[src/pkg/dtp_pkg.sv]
package dtp_pkg;
  // APB geometry
  localparam int unsigned ADDR_W = 8;
  localparam int unsigned DATA_W = 32;
  // Register byte offsets
  localparam logic [7:0] OFS_CTRL_LO = 8'h00;
  localparam logic [7:0] OFS_CTRL_HI = 8'h04;
  localparam logic [7:0] OFS_PER_LO = 8'h08;
  localparam logic [7:0] OFS_PER_HI = 8'h0c;
  localparam logic [7:0] OFS_CNT_LO = 8'h10;
  localparam logic [7:0] OFS_CNT_HI = 8'h14;
  localparam logic [7:0] OFS_FLAG = 8'h18;
  localparam logic [7:0] OFS_IRQ = 8'h1c;
  // Control field positions
  localparam int unsigned BIT_RUN = 15;
  localparam int unsigned BIT_IDLE = 13;
  localparam int unsigned BIT_GATE = 6;
  localparam int unsigned BIT_PS = 4;
  localparam int unsigned BIT_PAIR = 3;
  localparam int unsigned BIT_CS = 1;
  // Implemented control bits
  localparam logic [15:0] MASK_CTRL_LO = 16'ha07a;
  localparam logic [15:0] MASK_CTRL_HI = 16'ha072;
  // Interrupt config fields
  localparam int unsigned BIT_IE_LO = 0;
  localparam int unsigned BIT_IE_HI = 1;
  localparam int unsigned BIT_PRIO_LO = 4;
  localparam int unsigned BIT_PRIO_HI = 8;
  localparam logic [15:0] MASK_IRQ = 16'h0773;
  // Values after reset
  localparam logic [15:0] RST_CTRL = 16'h0000;
  localparam logic [15:0] RST_PER = 16'hffff;
  localparam logic [15:0] RST_CNT = 16'h0000;
  localparam logic [15:0] RST_IRQ = 16'h0000;
  // Last prescaler count per ratio 1, 8, 64, 256
  localparam logic [7:0] PS_LAST_1 = 8'h00;
  localparam logic [7:0] PS_LAST_8 = 8'h07;
  localparam logic [7:0] PS_LAST_64 = 8'h3f;
  localparam logic [7:0] PS_LAST_256 = 8'hff;
endpackage

[src/design/dtp_timer_pair.sv]
`timescale 1ns/1ps
// Notes on behaviour
// Pair-mode bit joins both timers into 32 bits
// Upper count holds high word, lower low
// Paired: upper run/gate/prescale/source ignored
// Paired: interrupt via upper timer resources only
// Paired period is upper:lower period words
// Prescale 11=256, 10=64, 01=8, 00=1
// Source bit picks external pin or internal clock
// Gate bit ignored with external clock
// Run bit starts/stops; lower runs pair
// Idle-stop bit halts timer in idle
// Paired idle halt uses upper idle-stop bit
// Unimplemented control bits read zero
// Software sets 16-bit mode, run last
// Software sets 32-bit mode, run last
// Pair has timer, gated, sync counter only
// Source and gate bits select the mode
// Lower pin synchronised after prescaler
// Upper pin synchronised before prescaler
// Period match clears count, sets flag
// Gated mode counts high, flags on fall
module dtp_timer_pair #(
  parameter int unsigned CNT_W = 16 // Width of each timer half
) (
  // Clock and reset
  input wire logic pclk,
  input wire logic presetn,
  // APB slave
  input wire logic psel,
  input wire logic penable,
  input wire logic pwrite,
  input wire logic [dtp_pkg::ADDR_W-1:0] paddr,
  input wire logic [dtp_pkg::DATA_W-1:0] pwdata,
  output logic [dtp_pkg::DATA_W-1:0] prdata,
  output logic pready,
  output logic pslverr,
  // Device state and count pins
  input wire logic device_idle,
  input wire logic ext_count_lo,
  input wire logic ext_count_hi,
  // Interrupt requests and priorities
  output logic irq_lo,
  output logic irq_hi,
  output logic [2:0] irq_prio_lo,
  output logic [2:0] irq_prio_hi
);
  import dtp_pkg::*;

  // Register layout is fixed at 16 bits a half; refuse anything else at elaboration
  if (CNT_W != 16) begin : g_bad_width
    $error("dtp_timer_pair: CNT_W must be 16");
  end

  // Prescaler terminal count for a ratio code
  function automatic logic [7:0] ps_last(input logic [1:0] code);
    unique case (code)
      2'b11: ps_last = PS_LAST_256;
      2'b10: ps_last = PS_LAST_64;
      2'b01: ps_last = PS_LAST_8;
      2'b00: ps_last = PS_LAST_1;
    endcase
  endfunction

  // Next prescaler count; cleared while stopped
  function automatic logic [7:0] ps_next(input logic [7:0] cur, input logic [7:0] last,
                                         input logic en, input logic raw);
    if (!en) begin
      ps_next = 8'h00;
    end else if (raw) begin
      ps_next = (cur == last) ? 8'h00 : 8'(cur + 8'h01);
    end else begin
      ps_next = cur;
    end
  endfunction

  // True for a mapped register offset
  function automatic logic addr_ok(input logic [ADDR_W-1:0] a);
    addr_ok = (a == OFS_CTRL_LO) || (a == OFS_CTRL_HI) || (a == OFS_PER_LO) ||
              (a == OFS_PER_HI) || (a == OFS_CNT_LO) || (a == OFS_CNT_HI) ||
              (a == OFS_FLAG) || (a == OFS_IRQ);
  endfunction

  // State
  logic [15:0] ctrl_lo, ctrl_hi; // Control registers
  logic [15:0] per_lo, per_hi; // Period registers
  logic [15:0] cnt_lo, cnt_hi; // Count registers
  logic [1:0] flag; // Sticky event flags, [1] upper
  logic [15:0] irq_cfg; // Enables and priorities
  logic [7:0] psc_lo, psc_hi; // Prescaler counts
  logic fire_lo_q; // Lower prescaler output, resampled
  logic pin_lo_q, pin_hi_q, pin_hi_q2; // Pin history
  logic [15:0] next_ctrl_lo, next_ctrl_hi, next_per_lo, next_per_hi;
  logic [15:0] next_cnt_lo, next_cnt_hi, next_irq_cfg;
  logic [1:0] next_flag;
  logic [7:0] next_psc_lo, next_psc_hi;
  logic [DATA_W-1:0] next_prdata;

  // Decoded controls
  logic pair, en_lo, en_hi, gated_lo, gated_hi, raw_lo, raw_hi;
  logic fire_lo, tick_lo, tick_hi, fall_lo, fall_hi, wr;
  logic match_lo, match_hi, match32;
  logic [1:0] set_flag;

  assign pair = ctrl_lo[BIT_PAIR];
  // Paired: lower run bit, upper idle-stop bit
  assign en_lo = ctrl_lo[BIT_RUN] &
                 ~(device_idle & (pair ? ctrl_hi[BIT_IDLE] : ctrl_lo[BIT_IDLE]));
  // Upper engine is parked while paired; its fields other than idle-stop do nothing then
  assign en_hi = ~pair & ctrl_hi[BIT_RUN] & ~(device_idle & ctrl_hi[BIT_IDLE]);
  // Gate only counts with the internal clock
  assign gated_lo = ~ctrl_lo[BIT_CS] & ctrl_lo[BIT_GATE];
  assign gated_hi = ~ctrl_hi[BIT_CS] & ctrl_hi[BIT_GATE];
  // Internal clock is the instruction clock, one tick per pclk
  // Lower pin edge goes straight to the prescaler
  assign raw_lo = ctrl_lo[BIT_CS] ? (ext_count_lo & ~pin_lo_q)
                                  : (~gated_lo | ext_count_lo);
  // Upper pin is resampled first, then edge detected
  assign raw_hi = ctrl_hi[BIT_CS] ? (pin_hi_q & ~pin_hi_q2)
                                  : (~gated_hi | ext_count_hi);
  assign fire_lo = en_lo & raw_lo & (psc_lo == ps_last(ctrl_lo[BIT_PS+:2]));
  assign tick_lo = fire_lo_q & en_lo;
  assign tick_hi = en_hi & raw_hi & (psc_hi == ps_last(ctrl_hi[BIT_PS+:2]));
  // Falling gate ends an accumulation window
  assign fall_lo = en_lo & gated_lo & pin_lo_q & ~ext_count_lo;
  assign fall_hi = en_hi & gated_hi & pin_hi_q & ~ext_count_hi;
  assign match_lo = (cnt_lo == per_lo);
  assign match_hi = (cnt_hi == per_hi);
  assign match32 = ({cnt_hi, cnt_lo} == {per_hi, per_lo});
  // Paired events land on the upper flag only
  assign set_flag[0] = ~pair & ((tick_lo & match_lo) | fall_lo);
  assign set_flag[1] = pair ? ((tick_lo & match32) | fall_lo)
                            : ((tick_hi & match_hi) | fall_hi);
  assign wr = psel & penable & pwrite;

  // APB answers in the first access cycle
  assign pready = 1'b1;
  assign pslverr = psel & penable & ~addr_ok(paddr);
  // Lower interrupt is silenced while paired
  assign irq_lo = flag[0] & irq_cfg[BIT_IE_LO] & ~pair;
  assign irq_hi = flag[1] & irq_cfg[BIT_IE_HI];
  assign irq_prio_lo = irq_cfg[BIT_PRIO_LO+:3];
  assign irq_prio_hi = irq_cfg[BIT_PRIO_HI+:3];

  // Next state: counting, register writes, read data
  always_comb begin
    next_ctrl_lo = ctrl_lo;
    next_ctrl_hi = ctrl_hi;
    next_per_lo = per_lo;
    next_per_hi = per_hi;
    next_cnt_lo = cnt_lo;
    next_cnt_hi = cnt_hi;
    next_irq_cfg = irq_cfg;
    next_psc_lo = ps_next(psc_lo, ps_last(ctrl_lo[BIT_PS+:2]), en_lo, raw_lo);
    next_psc_hi = ps_next(psc_hi, ps_last(ctrl_hi[BIT_PS+:2]), en_hi, raw_hi);
    next_prdata = prdata;
    // Count advance or wrap on prescaled tick
    if (tick_lo) begin
      if (pair) begin
        // One 32-bit count across both registers
        {next_cnt_hi, next_cnt_lo} = match32 ? 32'h0000_0000
                                             : {cnt_hi, cnt_lo} + 32'h0000_0001;
      end else begin
        next_cnt_lo = match_lo ? 16'h0000 : 16'(cnt_lo + 16'h0001);
      end
    end
    if (tick_hi) begin
      next_cnt_hi = match_hi ? 16'h0000 : 16'(cnt_hi + 16'h0001);
    end
    // Software write; a count write beats the counter
    if (wr) begin
      unique case (paddr)
        OFS_CTRL_LO: next_ctrl_lo = pwdata[15:0] & MASK_CTRL_LO;
        OFS_CTRL_HI: next_ctrl_hi = pwdata[15:0] & MASK_CTRL_HI;
        OFS_PER_LO: next_per_lo = pwdata[15:0];
        OFS_PER_HI: next_per_hi = pwdata[15:0];
        OFS_CNT_LO: next_cnt_lo = pwdata[15:0];
        OFS_CNT_HI: next_cnt_hi = pwdata[15:0];
        OFS_IRQ: next_irq_cfg = pwdata[15:0] & MASK_IRQ;
        default: begin
        end
      endcase
    end
    // Write-one clears; a same-cycle event still sets
    next_flag = (flag & ~((wr && paddr == OFS_FLAG) ? pwdata[1:0] : 2'b00)) | set_flag;
    // Read data captured in the setup cycle
    if (psel && !penable) begin
      unique case (paddr)
        OFS_CTRL_LO: next_prdata = {16'h0000, ctrl_lo};
        OFS_CTRL_HI: next_prdata = {16'h0000, ctrl_hi};
        OFS_PER_LO: next_prdata = {16'h0000, per_lo};
        OFS_PER_HI: next_prdata = {16'h0000, per_hi};
        OFS_CNT_LO: next_prdata = {16'h0000, cnt_lo};
        OFS_CNT_HI: next_prdata = {16'h0000, cnt_hi};
        OFS_FLAG: next_prdata = {30'h0000_0000, flag};
        OFS_IRQ: next_prdata = {16'h0000, irq_cfg};
        default: next_prdata = 32'h0000_0000;
      endcase
    end
  end

  // Registers
  always_ff @(posedge pclk or negedge presetn) begin
    if (!presetn) begin
      ctrl_lo <= RST_CTRL;
      ctrl_hi <= RST_CTRL;
      per_lo <= RST_PER;
      per_hi <= RST_PER;
      cnt_lo <= RST_CNT;
      cnt_hi <= RST_CNT;
      irq_cfg <= RST_IRQ;
      flag <= 2'b00;
      psc_lo <= 8'h00;
      psc_hi <= 8'h00;
      fire_lo_q <= 1'b0;
      pin_lo_q <= 1'b0;
      pin_hi_q <= 1'b0;
      pin_hi_q2 <= 1'b0;
      prdata <= 32'h0000_0000;
    end else begin
      ctrl_lo <= next_ctrl_lo;
      ctrl_hi <= next_ctrl_hi;
      per_lo <= next_per_lo;
      per_hi <= next_per_hi;
      cnt_lo <= next_cnt_lo;
      cnt_hi <= next_cnt_hi;
      irq_cfg <= next_irq_cfg;
      flag <= next_flag;
      psc_lo <= next_psc_lo;
      psc_hi <= next_psc_hi;
      fire_lo_q <= fire_lo;
      pin_lo_q <= ext_count_lo;
      pin_hi_q <= ext_count_hi;
      pin_hi_q2 <= pin_hi_q;
      prdata <= next_prdata;
    end
  end

  // Checks
  logic wr_cnt;
  assign wr_cnt = wr && (paddr == OFS_CNT_LO || paddr == OFS_CNT_HI);

  a_lo_flag_pair: assert property (@(posedge pclk) disable iff (!presetn)
    (pair && !flag[0]) |=> !flag[0]) else $error("lower flag set while paired");
  a_ctrl_unimpl: assert property (@(posedge pclk) disable iff (!presetn)
    ((ctrl_lo & ~MASK_CTRL_LO) == 16'h0000) && ((ctrl_hi & ~MASK_CTRL_HI) == 16'h0000))
    else $error("unimplemented control bit set");
  a_psc_range: assert property (@(posedge pclk) disable iff (!presetn)
    psc_lo <= ps_last(ctrl_lo[BIT_PS+:2]) || $changed(ctrl_lo))
    else $error("prescaler past its ratio");
  a_wrap_pair: assert property (@(posedge pclk) disable iff (!presetn)
    (pair && tick_lo && match32 && !wr_cnt) |=> (cnt_lo == 16'h0000 && cnt_hi == 16'h0000 &&
    flag[1])) else $error("32-bit wrap missed");
  a_carry_pair: assert property (@(posedge pclk) disable iff (!presetn)
    (pair && tick_lo && !match32 && cnt_lo == 16'hffff && !wr_cnt) |=>
    (cnt_hi == $past(cnt_hi) + 16'h0001)) else $error("carry into upper word lost");
  a_wrap_single: assert property (@(posedge pclk) disable iff (!presetn)
    (!pair && tick_hi && match_hi && !wr_cnt) |=> (cnt_hi == 16'h0000 && flag[1]))
    else $error("16-bit wrap missed");
  a_idle_halt: assert property (@(posedge pclk) disable iff (!presetn)
    (pair && device_idle && ctrl_hi[BIT_IDLE] && !wr_cnt) |=> $stable(cnt_lo))
    else $error("pair counted in idle");
  a_upper_parked: assert property (@(posedge pclk) disable iff (!presetn)
    pair |-> !tick_hi ##1 (psc_hi == 8'h00)) else $error("upper engine ran while paired");
  a_stop_hold: assert property (@(posedge pclk) disable iff (!presetn)
    (!ctrl_lo[BIT_RUN] && !wr_cnt) [*2] |=> $stable(cnt_lo)) else $error("stopped timer moved");
  a_gate_fall: assert property (@(posedge pclk) disable iff (!presetn)
    (!pair && fall_hi) |=> flag[1]) else $error("gate fall did not flag");

  c_pair_wrap: cover property (@(posedge pclk) disable iff (!presetn) pair && tick_lo && match32);
  c_single_wrap: cover property (@(posedge pclk) disable iff (!presetn) tick_lo && match_lo);
  c_gate_fall: cover property (@(posedge pclk) disable iff (!presetn) fall_lo || fall_hi);
  c_idle_halt: cover property (@(posedge pclk) disable iff (!presetn)
    device_idle && ctrl_lo[BIT_RUN] && !en_lo);
endmodule

[config.mk]
export PLATFORM = sky130hd
export DESIGN_NAME = dtp_timer_pair
export DESIGN_NICKNAME = d
export VERILOG_FILES = /design/src/pkg/dtp_pkg.sv /design/src/design/dtp_timer_pair.sv
export SDC_FILE = /design/constraint.sdc
export NUM_CORES = 1
export LEC_CHECK = 0
export ABC_CLOCK_PERIOD_IN_PS = 6200
export BUFFER_PORTS_ARGS = -buffer_cell sky130_fd_sc_hd__buf_2
export CAP_MARGIN = 20
export CORE_UTILIZATION = 40
export CTS_BUF_LIST = sky130_fd_sc_hd__clkbuf_4 sky130_fd_sc_hd__clkbuf_8
export DETAILED_ROUTE_END_ITERATION = 6
export GPL_TIMING_DRIVEN = 0
export PLACE_DENSITY_LB_ADDON = 0.2
export SKIP_LAST_GASP = 1
export SLEW_MARGIN = 5
export SYNTH_ARGS = -nofsm -noshare
export SYNTH_HDL_FRONTEND = slang
export SYNTH_SLANG_ARGS = --single-unit
[constraint.sdc]
create_clock -name pclk -period 6.2 [get_ports pclk]
set_input_delay 1.24 -clock pclk [delete_from_list [all_inputs] [get_ports pclk]]
set_output_delay 1.24 -clock pclk [all_outputs]
set_load 0.005 [all_outputs]
==> impl_results.md <==
- Clk slew on worst S/H paths: 0.07 ns
- Crit start category: primary input
- IO buf count: 53
- CTS Buf Count: 17
- Postcts setup bufs: 0
- # diodes: 0
- Critical R2R Launch: per_lo[15]
- Final hold viol count: 0
- First-pass GRT wire length: 33,300 um
- Syn Inst Count: 732
- WL per Instance: 20.3 um
- Fillers: 1,780
- Share of layout cells above drive strength 1: 24.8%
- Fmax: 0.274 GHz
- Final core utilization: 46.6%
- WP data required: 4.96 ns
- Via count: 6,010
- Post-DR vias/cell: 5.66
- DRC viols: 2
- R2r setup slk: 3.06 ns
- CP Cell Sequence: buf_2 -> or4_4 -> buf_6 -> nor2_1 -> nor2_1 -> buf_2
- Worst r2r path cells: 7
- Area of the core: 18,000 um^2
- Pwr per Cell Area: 203 nW/um^2
- H-Tree Depth: 4
- Most frequent cells in the layout: dfrtp_1 (91), nand2_1 (73), buf_2 (58)
- Post-synthesis cell type count: 58
- Crit path kind: primary input to output port
- Post-synth EDFFs: 0
- Final ANT Viol Nets: 0
- Ys async rst share: 100%
- Largest fanout on the critical path: 5
- Worst path slowest cell: or4_4
- Failing checks: DRC
- Maxcap violations: 0
- Overflow after GRT: 0
- End point of the critical path: pslverr
- Vias in the first global route: 5,572
- Period utilisation layout: 58.9%
- Outcome: finished, violations left
- Chip height: 137 um
- Fin crit period: 3.65 ns
- Commonest non-fill, non-tap cell in the layout: dfrtp_1
- Largest net degree at the start of global routing: 72
- CTS tree: done
- Setup TNS: 0 ns
- Buffers and inverters on the worst path: 3
- Worst-skew pair later-pin latency: 0.45 ns
- 1st-iter DRT viols: 558
- Fin Clk Skew: 0.0153 ns
- Starting Density: 40.9%
- Overall routing resource usage: 24.2%
- Setup repair after global routing missed its margin: no
- Initial antenna violation count: 0
- Slew @ Worst Pin: 1.21 ns
- Worst Setup End Kind: output port
- Final max-slew violation count: 0
- VDD IR-drop max: 0.131 mV
- Resized Gates After CTS: 0
- Die Area: 18,900 um^2
- Clk sink count: 123
- #FFs+latches synth: 123
- Area Growth Syn to Fin: 14.0%
- Hpwl dp: 15,600 um
- Detailed Route WL: 21,500 um
- Relative slew slack: 18.5%
- Post-Syn Area: 7340 um^2
- Cts hold-fix bufs: 0
- Seq/Total Area, Yosys: 42.5%
- 1st-pass router iterations: 7
- Gpl congestion: 0.854
- # rows: 49
- Reg2reg end: cnt_hi[7]
- Clock Root Buffer: clkbuf_8
- CP startpoint: paddr[1]
- Mapped Avg Cell Area: 10.0 um^2
- HP Class: flop to flop
- Crit path depth: 6
- Slowest stage delay, CP: 0.53 ns
- Synth Flop Type: dfrtp_1
- Pleak: 3.79 nW
- CTS max path bufs: 2
- Top cell family by delay on the critical path: simple AND/OR/NAND/NOR gates
- Arrival time worst endpoint: 2.41 ns
- Layout Nets: 872
- Total I/O pin count: 90
- Die Span X: 137 um
- Final setup viols: 0
- Ys Warns: 0
## routing by layer
metal	global-route usage, %	vias up	share of wire, %
met5	0	-	0
met4	7.75	0	2.2
met3	4.67	38	5.7
met2	37.7	195	46
met1	33.8	2969	46
li1	-	2808	-
## flip-flops by register name, indices dropped and copies added, names as in the netlist, 6 cells and up
signal / count
psc_hi: 8
irq_cfg: 8
cnt_hi: 16
prdata: 16
per_hi: 16
ctrl_hi: 6
psc_lo: 8
per_lo: 16
cnt_lo: 16
ctrl_lo: 7
## power breakdown
part	total [mW]	internal, mW	switching [mW]
Combinational	0.150	0.0559	0.0943
Clock	0.703	0.375	0.328
Sequential	0.843	0.820	0.0231
Total	1.70	1.25	0.446
## cell usage after synthesis (3+ instances only)
cell type	count	area, um^2
a21boi_0	3	22.5
a21o_1	11	82.6
a21oi_1	17	85.1
a221oi_1	9	78.8
a222oi_1	6	60.1
a22o_1	14	123
a22oi_1	4	30.0
a31oi_1	3	18.8
and2_1	6	37.5
and3_1	18	113
and4_1	5	43.8
buf_2	6	30.0
buf_4	23	173
clkbuf_1	36	135
dfrtp_1	91	2280
dfstp_2	32	841
ha_1	4	50.1
inv_1	14	52.6
mux2_1	11	124
mux2_2	35	394
mux2_4	10	150
mux2i_1	7	70.1
mux4_2	5	113
nand2_1	73	274
nand3_1	48	240
nand4_1	16	100
nor2_1	19	71.3
nor2b_1	4	25.0
nor3_1	17	85.1
nor3_2	3	30.0
nor3b_1	9	67.6
nor4_1	14	87.6
o211ai_1	17	128
o21ai_0	21	105
o21ai_1	3	15.0
o31ai_1	12	90.1
or3_1	3	18.8
xnor2_1	29	254
xor2_1	46	403
## cell type report
class,instances,area [um^2],area share (%)
Buffer,69,368,4.40
Clock buffer,25,319,3.81
Clock inverter,7,65.1,0.778
Inverter,14,52.6,0.628
Multi-Input combinational cell,541,3860,46.1
Sequential cell,123,3120,37.3
Tap cell,229,287,3.43
Timing Repair Buffer,54,299,3.57
## worst min-delay path by stage
stage | cells after the start | from | to | slack [ns]
after floorplan | 0 | pin_hi_q | pin_hi_q2 | 0.36
after global placement | 0 | pin_hi_q | pin_hi_q2 | 0.38
after detailed placement | 0 | pin_hi_q | pin_hi_q2 | 0.38
after CTS | 0 | pin_hi_q | pin_hi_q2 | 0.40
after global routing | 0 | pin_hi_q | pin_hi_q2 | 0.41
final | 0 | pin_hi_q | pin_hi_q2 | 0.40
## metrics by stage
step           instances  cell area (um^2)  setup slack (ns)  total power [mW]  hold slack (ns)
2_1_floorplan        747              7400              2.90             0.932            0.361
5_1_grt             1062              8370              2.52              1.77            0.408
4_1_cts             1062              8370              2.56              1.71            0.403
3_3_place_gp        1029              7950              2.22              1.00            0.378
3_5_place_dp        1030              7980              2.35              1.01            0.377
6_report            1062              8370              2.55              1.70            0.402
## kinds of logic after synthesis
kind of cell	Yosys count	synth area share, %
muxes	68	11.6
other	2	0.102
AOI/OAI and AO/OA	131	12.6
adders and majority gates	4	0.682
buffers and inverters	83	5.73
and+or+nand+nor	246	17.8
xor gates and xnor gates	75	8.95
DFF	123	42.5
No activity file was read; power rests on OpenSTA's default activity.
